## src/shared/pfta_defines.vh

```
// Constants for the power feature threshold alarm block.
// Functional notes
// - Critical distortion alarm when distortion exceeds a 0.0-100.0 % limit.
// - Separate warning distortion alarm above its own warning limit.
// - Critical power alarm above a signed, range-dependent limit.
// - Warning power alarm with the same signed, range-dependent limit span.
// - Critical power ratio alarm above a signed limit of -1.00 to 1.00.
// - Warning power ratio alarm above a signed limit of -1.00 to 1.00.
// - Critical line frequency alarm above a 0.0 to 250.0 Hz limit.
// - Warning line frequency alarm above a 0.0 to 250.0 Hz limit.
// - Wiring code 0, 1 or 2; reset value 0.
// - Voltage range 150, 300 or 600 V; reset value is 150 V.
// - Sample every 50 ms; window of 1 to 2000 samples, default 1.
// - Sensitivity 20.0-200.0 %, default 80.0 %, scales teach thresholds.
// - Leaving initial settings level soft resets, returning to monitoring.
// - Threshold code 32761 disables that alarm, so it never sets.
`ifndef PFTA_DEFINES_VH
`define PFTA_DEFINES_VH

`define PFTA_CLK_HZ 20000000
`define PFTA_SAMPLE_MS 50
`define PFTA_SAMPLE_CYCLES 24'hF4240

`define PFTA_OFF_LEVEL 8'h00
`define PFTA_OFF_CONFIG 8'h04
`define PFTA_OFF_WINDOW 8'h08
`define PFTA_OFF_SENS 8'h0C
`define PFTA_OFF_THR0 8'h10
`define PFTA_OFF_ALARM 8'h30
`define PFTA_OFF_ISTAT 8'h34
`define PFTA_OFF_IMASK 8'h38
`define PFTA_LAST_WORD 6'h0E

`define PFTA_LVL_MONITOR 2'h0
`define PFTA_LVL_ADJUST 2'h1
`define PFTA_LVL_INITIAL 2'h2

`define PFTA_CFG_WIRING 1:0
`define PFTA_CFG_VRANGE 3:2
`define PFTA_CFG_I5A 4

`define PFTA_WIRING_RST 2'h0
`define PFTA_WIRING_MAX 2'h2
`define PFTA_VRANGE_RST 2'h0
`define PFTA_VRANGE_MAX 2'h2
`define PFTA_I5A_RST 1'b1

`define PFTA_WIN_RST 11'h001
`define PFTA_WIN_MIN 11'h001
`define PFTA_WIN_MAX 11'h7D0
`define PFTA_SENS_RST 11'h320
`define PFTA_SENS_MIN 11'h0C8
`define PFTA_SENS_MAX 11'h7D0
`define PFTA_SENS_DIV 28'sh00003E8

`define PFTA_THR_OFF 16'h7FF9
`define PFTA_THD_MAX 16'sh03E8
`define PFTA_PW5_MAX 16'sh2A8A
`define PFTA_PWX_MAX 16'sh2208
`define PFTA_RATIO_MAX 16'sh0064
`define PFTA_FREQ_MAX 16'sh09C4

`endif

```

## src/verilog/pfta_cmp.v

```verilog
// Critical and warning compare of one feature against its two limits.
`timescale 1ns/1ps
module pfta_cmp #(
    parameter W = 16,
    parameter [W-1:0] OFF = 16'h7FF9
) (
    input wire [W-1:0] value, // Feature value, signed.
    input wire [W-1:0] crit, // Critical limit, signed.
    input wire [W-1:0] warn, // Warning limit, signed.
    output wire crit_hit, // Value above critical limit.
    output wire warn_hit // Value above warning limit.
);
    assign crit_hit = (crit != OFF) &&
        ($signed(value) > $signed(crit));
    assign warn_hit = (warn != OFF) &&
        ($signed(value) > $signed(warn));
endmodule // pfta_cmp

```

## src/verilog/pfta_top.v

```verilog
// Threshold alarm evaluation and measurement settings with an APB slave.
`timescale 1ns/1ps
`include "pfta_defines.vh"
module pfta_top #(
    parameter [23:0] SAMPLE_CYCLES = `PFTA_SAMPLE_CYCLES
) (
    input wire pclk, // Bus and block clock.
    input wire presetn, // Asynchronous reset, active low.
    input wire psel, // APB select.
    input wire penable, // APB enable.
    input wire pwrite, // APB direction, high for write.
    input wire [7:0] paddr, // APB byte address.
    input wire [31:0] pwdata, // APB write data.
    output reg [31:0] prdata, // APB read data.
    output reg pready, // APB ready.
    output reg pslverr, // APB error for unmapped address.
    input wire [15:0] feat_thd, // Current distortion, 0.1 % units.
    input wire [15:0] feat_power, // Active power, signed.
    input wire [15:0] feat_power_ratio, // Power ratio, signed, 0.01 units.
    input wire [15:0] feat_freq, // Line frequency, 0.1 Hz units.
    input wire teach_end, // Pulse when teaching completes.
    output reg [7:0] alarm_flags, // Live alarm flags.
    output reg irq, // Interrupt, high while unmasked event set.
    output reg [1:0] wiring_configuration, // Wiring state in force.
    output reg [1:0] voltage_range, // Voltage range in force.
    output reg current_5a, // Current range is 5 A, in force.
    output reg [1:0] settings_level_indicator, // Present settings level.
    output reg soft_reset_pulse // One cycle at software reset.
);
    reg [1:0] cfg_wiring_reg;
    reg [1:0] cfg_vrange_reg;
    reg cfg_i5a_reg;
    reg [10:0] cfg_win_reg;
    reg [10:0] cfg_sens_reg;
    reg [10:0] win_force_reg;
    reg [10:0] sens_force_reg;
    reg [15:0] thr_reg [0:7];
    reg [15:0] peak_reg [0:3];
    reg [23:0] tick_cnt_reg;
    reg [10:0] win_cnt_reg;
    reg [7:0] istat_reg;
    reg [7:0] imask_reg;
    reg [31:0] rd_next;
    reg err_next;
    wire [63:0] feat_bus;
    wire [63:0] cand_bus;
    wire [63:0] scaled_bus;
    wire [7:0] hit;
    wire [5:0] word;
    wire mapped;
    wire commit;
    wire wr;
    wire tick;
    wire win_end;
    wire soft_rst;
    wire in_init;
    wire [7:0] ev_set;
    wire [7:0] ev_clr;
    wire [7:0] istat_next;
    wire [2:0] thr_idx;
    wire thr_sel;
    integer i;
    integer j;

    assign feat_bus = {feat_freq, feat_power_ratio, feat_power, feat_thd};
    assign word = paddr[7:2];
    assign mapped = (paddr[1:0] == 2'h0) && (word <= `PFTA_LAST_WORD);
    assign commit = psel && penable && pready;
    assign wr = commit && pwrite && mapped;
    assign in_init = (settings_level_indicator == `PFTA_LVL_INITIAL);
    assign thr_sel = (word >= 6'h04) && (word <= 6'h0B);
    assign thr_idx = word[2:0] - 3'h4;

    // Leaving the initial level by a level write triggers the soft reset.
    assign soft_rst = wr && (paddr == `PFTA_OFF_LEVEL) && in_init &&
        (pwdata[1:0] != `PFTA_LVL_INITIAL) &&
        (pwdata[1:0] != 2'h3);

    assign tick = (tick_cnt_reg == SAMPLE_CYCLES - 24'h000001);
    assign win_end = tick &&
        (win_cnt_reg == win_force_reg - 11'h001);

    // Hardware event set wins over a same-cycle write-one clear.
    assign ev_set = win_end ? (hit & ~alarm_flags) : 8'h00;
    assign ev_clr = (wr && (paddr == `PFTA_OFF_ISTAT)) ? pwdata[7:0] : 8'h00;
    assign istat_next = (istat_reg & ~ev_clr) | ev_set;

    // Clamp a limit to its legal span, keeping the disable code untouched.
    function [15:0] clamp_thr;
        input [2:0] idx;
        input [15:0] d;
        input i5a;
        reg signed [15:0] lo;
        reg signed [15:0] hi;
        begin
            case (idx[2:1])
                2'h0: begin
                    lo = 16'sh0000;
                    hi = `PFTA_THD_MAX;
                end
                2'h1: begin
                    hi = i5a ? `PFTA_PW5_MAX : `PFTA_PWX_MAX;
                    lo = -hi;
                end
                2'h2: begin
                    hi = `PFTA_RATIO_MAX;
                    lo = -hi;
                end
                default: begin
                    lo = 16'sh0000;
                    hi = `PFTA_FREQ_MAX;
                end
            endcase
            if (d == `PFTA_THR_OFF) begin
                clamp_thr = d;
            end else if ($signed(d) < lo) begin
                clamp_thr = lo;
            end else if ($signed(d) > hi) begin
                clamp_thr = hi;
            end else begin
                clamp_thr = d;
            end
        end
    endfunction

    function [10:0] clamp11;
        input [10:0] d;
        input [10:0] lo;
        input [10:0] hi;
        begin
            if (d < lo) begin
                clamp11 = lo;
            end else if (d > hi) begin
                clamp11 = hi;
            end else begin
                clamp11 = d;
            end
        end
    endfunction

    genvar g;
    generate
        for (g = 0; g < 4; g = g + 1) begin : feat
            wire [15:0] f;
            wire signed [27:0] prod;
            wire signed [27:0] quo;
            assign f = feat_bus[16*g +: 16];
            // Window peak: first sample of a window restarts it.
            assign cand_bus[16*g +: 16] = ((win_cnt_reg == 11'h000) ||
                ($signed(f) > $signed(peak_reg[g]))) ? f : peak_reg[g];
            assign prod = $signed(f) *
                $signed({1'b0, sens_force_reg});
            assign quo = prod / `PFTA_SENS_DIV;
            assign scaled_bus[16*g +: 16] = quo[15:0];
            pfta_cmp #(
                .W(16),
                .OFF(`PFTA_THR_OFF)
            ) u_cmp (
                .value(cand_bus[16*g +: 16]),
                .crit(thr_reg[2*g]),
                .warn(thr_reg[2*g+1]),
                .crit_hit(hit[2*g]),
                .warn_hit(hit[2*g+1])
            );
        end
    endgenerate

    always @* begin
        rd_next = 32'h00000000;
        err_next = !mapped;
        case (word)
            6'h00: rd_next[1:0] = settings_level_indicator;
            6'h01: rd_next[4:0] = {cfg_i5a_reg, cfg_vrange_reg, cfg_wiring_reg};
            6'h02: rd_next[10:0] = cfg_win_reg;
            6'h03: rd_next[10:0] = cfg_sens_reg;
            6'h0C: rd_next[7:0] = alarm_flags;
            6'h0D: rd_next[7:0] = istat_reg;
            6'h0E: rd_next[7:0] = imask_reg;
            default: begin
                if (thr_sel) begin
                    rd_next[15:0] = thr_reg[thr_idx];
                end
            end
        endcase
        if (!mapped) begin
            rd_next = 32'h00000000;
        end
    end

    // One wait state: ready rises one cycle into the access phase.
    always @(posedge pclk or negedge presetn) begin
        if (!presetn) begin
            pready <= 1'b0;
            prdata <= 32'h00000000;
            pslverr <= 1'b0;
        end else if (psel && penable && !pready) begin
            pready <= 1'b1;
            prdata <= pwrite ? 32'h00000000 : rd_next;
            pslverr <= err_next;
        end else begin
            pready <= 1'b0;
            prdata <= 32'h00000000;
            pslverr <= 1'b0;
        end
    end

    always @(posedge pclk or negedge presetn) begin
        if (!presetn) begin
            settings_level_indicator <= `PFTA_LVL_MONITOR;
            cfg_wiring_reg <= `PFTA_WIRING_RST;
            cfg_vrange_reg <= `PFTA_VRANGE_RST;
            cfg_i5a_reg <= `PFTA_I5A_RST;
            cfg_win_reg <= `PFTA_WIN_RST;
            cfg_sens_reg <= `PFTA_SENS_RST;
            imask_reg <= 8'h00;
            soft_reset_pulse <= 1'b0;
        end else begin
            soft_reset_pulse <= soft_rst;
            if (soft_rst) begin
                settings_level_indicator <= `PFTA_LVL_MONITOR;
            end else if (wr && (paddr == `PFTA_OFF_LEVEL) &&
                    (pwdata[1:0] != 2'h3)) begin
                settings_level_indicator <= pwdata[1:0];
            end
            if (wr && in_init && (paddr == `PFTA_OFF_CONFIG)) begin
                if (pwdata[1:0] <= `PFTA_WIRING_MAX) begin
                    cfg_wiring_reg <= pwdata[1:0];
                end
                if (pwdata[3:2] <= `PFTA_VRANGE_MAX) begin
                    cfg_vrange_reg <= pwdata[3:2];
                end
                cfg_i5a_reg <= pwdata[4];
            end
            if (wr && in_init && (paddr == `PFTA_OFF_WINDOW)) begin
                cfg_win_reg <= clamp11(pwdata[10:0], `PFTA_WIN_MIN,
                    `PFTA_WIN_MAX);
            end
            if (wr && in_init && (paddr == `PFTA_OFF_SENS)) begin
                cfg_sens_reg <= clamp11(pwdata[10:0], `PFTA_SENS_MIN,
                    `PFTA_SENS_MAX);
            end
            if (wr && (paddr == `PFTA_OFF_IMASK)) begin
                imask_reg <= pwdata[7:0];
            end
        end
    end

    // Settings in force change only at the soft reset.
    always @(posedge pclk or negedge presetn) begin
        if (!presetn) begin
            wiring_configuration <= `PFTA_WIRING_RST;
            voltage_range <= `PFTA_VRANGE_RST;
            current_5a <= `PFTA_I5A_RST;
            win_force_reg <= `PFTA_WIN_RST;
            sens_force_reg <= `PFTA_SENS_RST;
        end else if (soft_rst) begin
            wiring_configuration <= cfg_wiring_reg;
            voltage_range <= cfg_vrange_reg;
            current_5a <= cfg_i5a_reg;
            win_force_reg <= cfg_win_reg;
            sens_force_reg <= cfg_sens_reg;
        end
    end

    // A bus write to a limit takes precedence over a teach load.
    always @(posedge pclk or negedge presetn) begin
        if (!presetn) begin
            for (i = 0; i < 8; i = i + 1) begin
                thr_reg[i] <= `PFTA_THR_OFF;
            end
        end else begin
            for (i = 0; i < 8; i = i + 1) begin
                if (wr && thr_sel && (thr_idx == i[2:0])) begin
                    thr_reg[i] <= clamp_thr(i[2:0], pwdata[15:0],
                        current_5a);
                end else if (teach_end && (i[0] == 1'b0)) begin
                    thr_reg[i] <= clamp_thr(i[2:0],
                        scaled_bus[16*(i/2) +: 16], current_5a);
                end
            end
        end
    end

    always @(posedge pclk or negedge presetn) begin
        if (!presetn) begin
            tick_cnt_reg <= 24'h000000;
            win_cnt_reg <= 11'h000;
            alarm_flags <= 8'h00;
            for (j = 0; j < 4; j = j + 1) begin
                peak_reg[j] <= 16'h0000;
            end
        end else if (soft_rst) begin
            tick_cnt_reg <= 24'h000000;
            win_cnt_reg <= 11'h000;
            alarm_flags <= 8'h00;
        end else begin
            tick_cnt_reg <= tick ? 24'h000000 :
                tick_cnt_reg + 24'h000001;
            if (tick) begin
                for (j = 0; j < 4; j = j + 1) begin
                    peak_reg[j] <= cand_bus[16*j +: 16];
                end
                win_cnt_reg <= win_end ? 11'h000 :
                    win_cnt_reg + 11'h001;
            end
            if (win_end) begin
                alarm_flags <= hit;
            end
        end
    end

    always @(posedge pclk or negedge presetn) begin
        if (!presetn) begin
            istat_reg <= 8'h00;
            irq <= 1'b0;
        end else begin
            istat_reg <= istat_next;
            irq <= |(istat_next & imask_reg);
        end
    end
endmodule // pfta_top

```

## config.mk

```make
export PLATFORM = sky130hd
export DESIGN_NAME = pfta_top
export DESIGN_NICKNAME = d
export VERILOG_FILES = /design/src/verilog/pfta_cmp.v /design/src/verilog/pfta_top.v
export VERILOG_INCLUDE_DIRS = /design/src /design/src/shared
export SDC_FILE = /design/constraint.sdc
export NUM_CORES = 2
export LEC_CHECK = 0
export CORE_UTILIZATION = 30
export DETAILED_ROUTE_END_ITERATION = 6
export DONT_BUFFER_PORTS = 1
export SYNTH_ARGS = -nofsm -noshare
export SYNTH_HDL_FRONTEND = slang
export SYNTH_HIERARCHICAL = 1
export SYNTH_SLANG_ARGS = --single-unit
```

## constraint.sdc

```tcl
create_clock -name pclk -period 24 [get_ports pclk]
set_input_delay 4.8 -clock pclk [delete_from_list [all_inputs] [get_ports pclk]]
set_output_delay 4.8 -clock pclk [all_outputs]
set_load 0.01 [all_outputs]
```

==> reports/results.ini <==
[logic_synthesis]
yosysMostFrequentCell = nand2_1
ys_top_cells_by_area = fa_1, ha_1, dfrtp_1
synth_area_um2 = 75500
yosysWarningCount = 6
synth_top_area_cell = fa_1
ys_ff_latch = 327
yosysTopAreaCellShare = 0.171
ys_seq_area_frac = 0.110
syn_inst = 9638
synth_common_cells = nand2_1, inv_1, fa_1
ys.flop_type = dfrtp_1
ys_async_sr_fraction = 1.00
synth.avg_cell_area_um2 = 7.83
synth_edf_count = 0
ys_types = 155

[power_and_ir_drop]
p_leak_nw = 41.4
seq_power_share = 0.432
power_frac_comb = 0.073
sw_frac_of_total = 0.257
power.internal_mw = 0.963
irDropWorstVdd_v = 0.0000411
powerDensity_nw_per_um2 = 14.1
p_clk_frac = 0.494
power.switching_mw = 0.334

[final_layout]
fin_area_um2 = 91900
largest_reg_flops = 128
drive_above_1_share = 0.220
fill_cells = 26000
finalNetCount = 11900
area_growth_pct = 21.7
finalCoreUtilization = 0.369
stdcell_count = 14000

[global_routing]
met3_usage = 0.0253
antenna_found_initial = 9
grt.met2_usage = 0.312
grt_max_degree = 328
met1_usage = 0.253
busiest_layer = met2
grt_pass1_wl_mm = 390
grt_pass1_vias = 72000
grt-ovfl-total = 0
gr-usage-all-layers = 0.187

[worst_setup_path]
cp_common_cell = buf_4
worstPathRequired_ns = 24.52
end_kind = flip-flop
worstPathMaxFanout = 13
worstPathArrival_ns = 23.76
critPathKind = input port to flip-flop
critPathLaunchType = input port
critPathMaxStageDelay_ns = 0.62
crit_slowest_cell = fa_1

[route]
post_drt_wl_per_cell_um = 17.4
drc = 0
drt_wl_total_mm = 244
post_drt_via_cell_ratio = 5.31
ant_nets = 0
first_iter_violations = 5267
vias = 74400
drt_pass1_iterations = 5

[sta]
fin_skew_ns = 0.0706
final_max_slew_viol_count = 0
slew_headroom = 0.140
fin_crit_ns = 23.23
worst_slew_pin_slew_ns = 1.28
setup_viol = 0
post-route-period-util = 0.968
hold_viol_final = 0
max_freq_mhz = 43.0

[clock_network]
cts_max_level = 2
cts_tree = done
cts_buffers = 40
clk_latency_ns = 0.62
cts_buffer_depth = 3
cts_hold_buf = 0
cts.sinks = 327
path_clk_slew_ns = 0.06
cts-root-buf = clkbuf_16

[floorplan]
rows = 183
pin_count = 161
design.die.area_um2 = 254000
start_util = 0.303
coreArea_um2 = 249000
die-height_um = 504
die_w_um = 504

[worst_hold_path]
hold_class = flip-flop to flip-flop

[placed_design]
dp_cells = 13900
io_buffer_count = 0
dpl_cell_area_um2 = 88000
detailed_place_hpwl_mm = 195
globalplace.congestion = 0.920

[run]
max_cap_viol_count = 0

[status]
status = completed

per-stage QoR:
stage | setup TNS (ns) | hold slack [ns] | total power [mW] | setup slack (ns)
5_1_grt | -1.62 | 0.497 | 1.34 | -0.154
3_3_place_gp | -6.21 | 0.464 | 0.661 | -0.244
2_1_floorplan | 0 | 0.447 | 0.657 | 0.0573
3_5_place_dp | -10.17 | 0.469 | 0.662 | -0.347
4_1_cts | 0 | 0.478 | 1.30 | 0.183
6_report | 0 | 0.475 | 1.30 | 0.768
cell type report:
| cell class | instances | area (um2) | share of cell area |
|---|---|---|---|
| antenna | 3 | 7.51 | 0.0000817 |
| clock buffer | 54 | 1170 | 0.0127 |
| clock inverter | 20 | 236 | 0.00257 |
| inverter | 1124 | 4220 | 0.0459 |
| multi-input combinational | 7774 | 63400 | 0.690 |
| sequential | 327 | 8360 | 0.0910 |
| tap | 3330 | 4170 | 0.0453 |
| timing repair buffer | 1374 | 10400 | 0.113 |
power by group through the flow:
stage | Clock (mW) | Combinational [mW] | Sequential, mW
floorplan | 0 | 0.0897 | 0.567
global placement | 0 | 0.0910 | 0.570
detailed placement | 0 | 0.0927 | 0.569
CTS | 0.649 | 0.0934 | 0.560
global route | 0.669 | 0.108 | 0.560
finish | 0.641 | 0.0953 | 0.561
final timing paths:
check,startpoint,to,slack [ns],cells after the start
setup / recovery,feat_power_ratio[7],thr_reg[52]$_DFFE_PN1P_,0.77,76
hold / removal,thr_reg[107]$_DFFE_PN1P_,thr_reg[107]$_DFFE_PN1P_,0.47,2
setup reg to reg,sens_force_reg[8]$_DFFE_PN1P_,thr_reg[52]$_DFFE_PN1P_,3.50,77
hold reg to reg,thr_reg[107]$_DFFE_PN1P_,thr_reg[107]$_DFFE_PN1P_,0.47,2
max in group asynchronous,presetn,sens_force_reg[3]$_DFFE_PN0P_,19.32,0
min in group asynchronous,presetn,prdata[4]$_DFF_PN0_,3.94,0
worst max-delay path: cells and delay by family:
kind / cells / cell delay, ns
compound gates: 35 / 8.55
mux: 2 / 0.64
simple gates: 20 / 4.62
buf+inv: 10 / 1.28
fa+ha+maj: 9 / 3.79
cells by family after synthesis:
kind of cell             count (synthesis)  share of synthesized area
other                                    1                  0.0000497
adder cells (fa/ha/maj)               1130                      0.251
buffers and inverters                 1552                     0.0801
AND/OR/NAND/NOR                       3421                      0.223
AO/OA/AOI/OAI                         2461                      0.235
XOR/XNOR                               480                     0.0569
flip-flops                             327                      0.110
multiplexers                           266                     0.0434
repair_timing:
action,4_1_cts,5_1_grt
gates resized for setup,0,426
setup endpoints to repair,0,60
buffers inserted,0,43
layer usage:
layer	vias up	part of all wire	wire length, um
met3	332	0.063	15400
li1	35900	-	-
met1	36300	0.44	108000
met5	-	0.00017	42
met4	6	0.026	6410
met2	1876	0.47	114000
placed cells by master (no fill, tap or decap), types with 185 or more instances in the layout:
cell type,synthesis,routed
dfrtp_1,213,205
inv_1,1123,1123
nand2_1,1194,1190
and2_1,348,343
o21ai_0,434,416
a21oi_1,507,483
nand3_1,261,251
ha_1,466,463
xnor2_1,327,316
nor3_1,199,185
buf_4,30,1365
nor2_1,631,614
fa_1,644,642
Note: power is estimated with default switching activity, not from simulation.
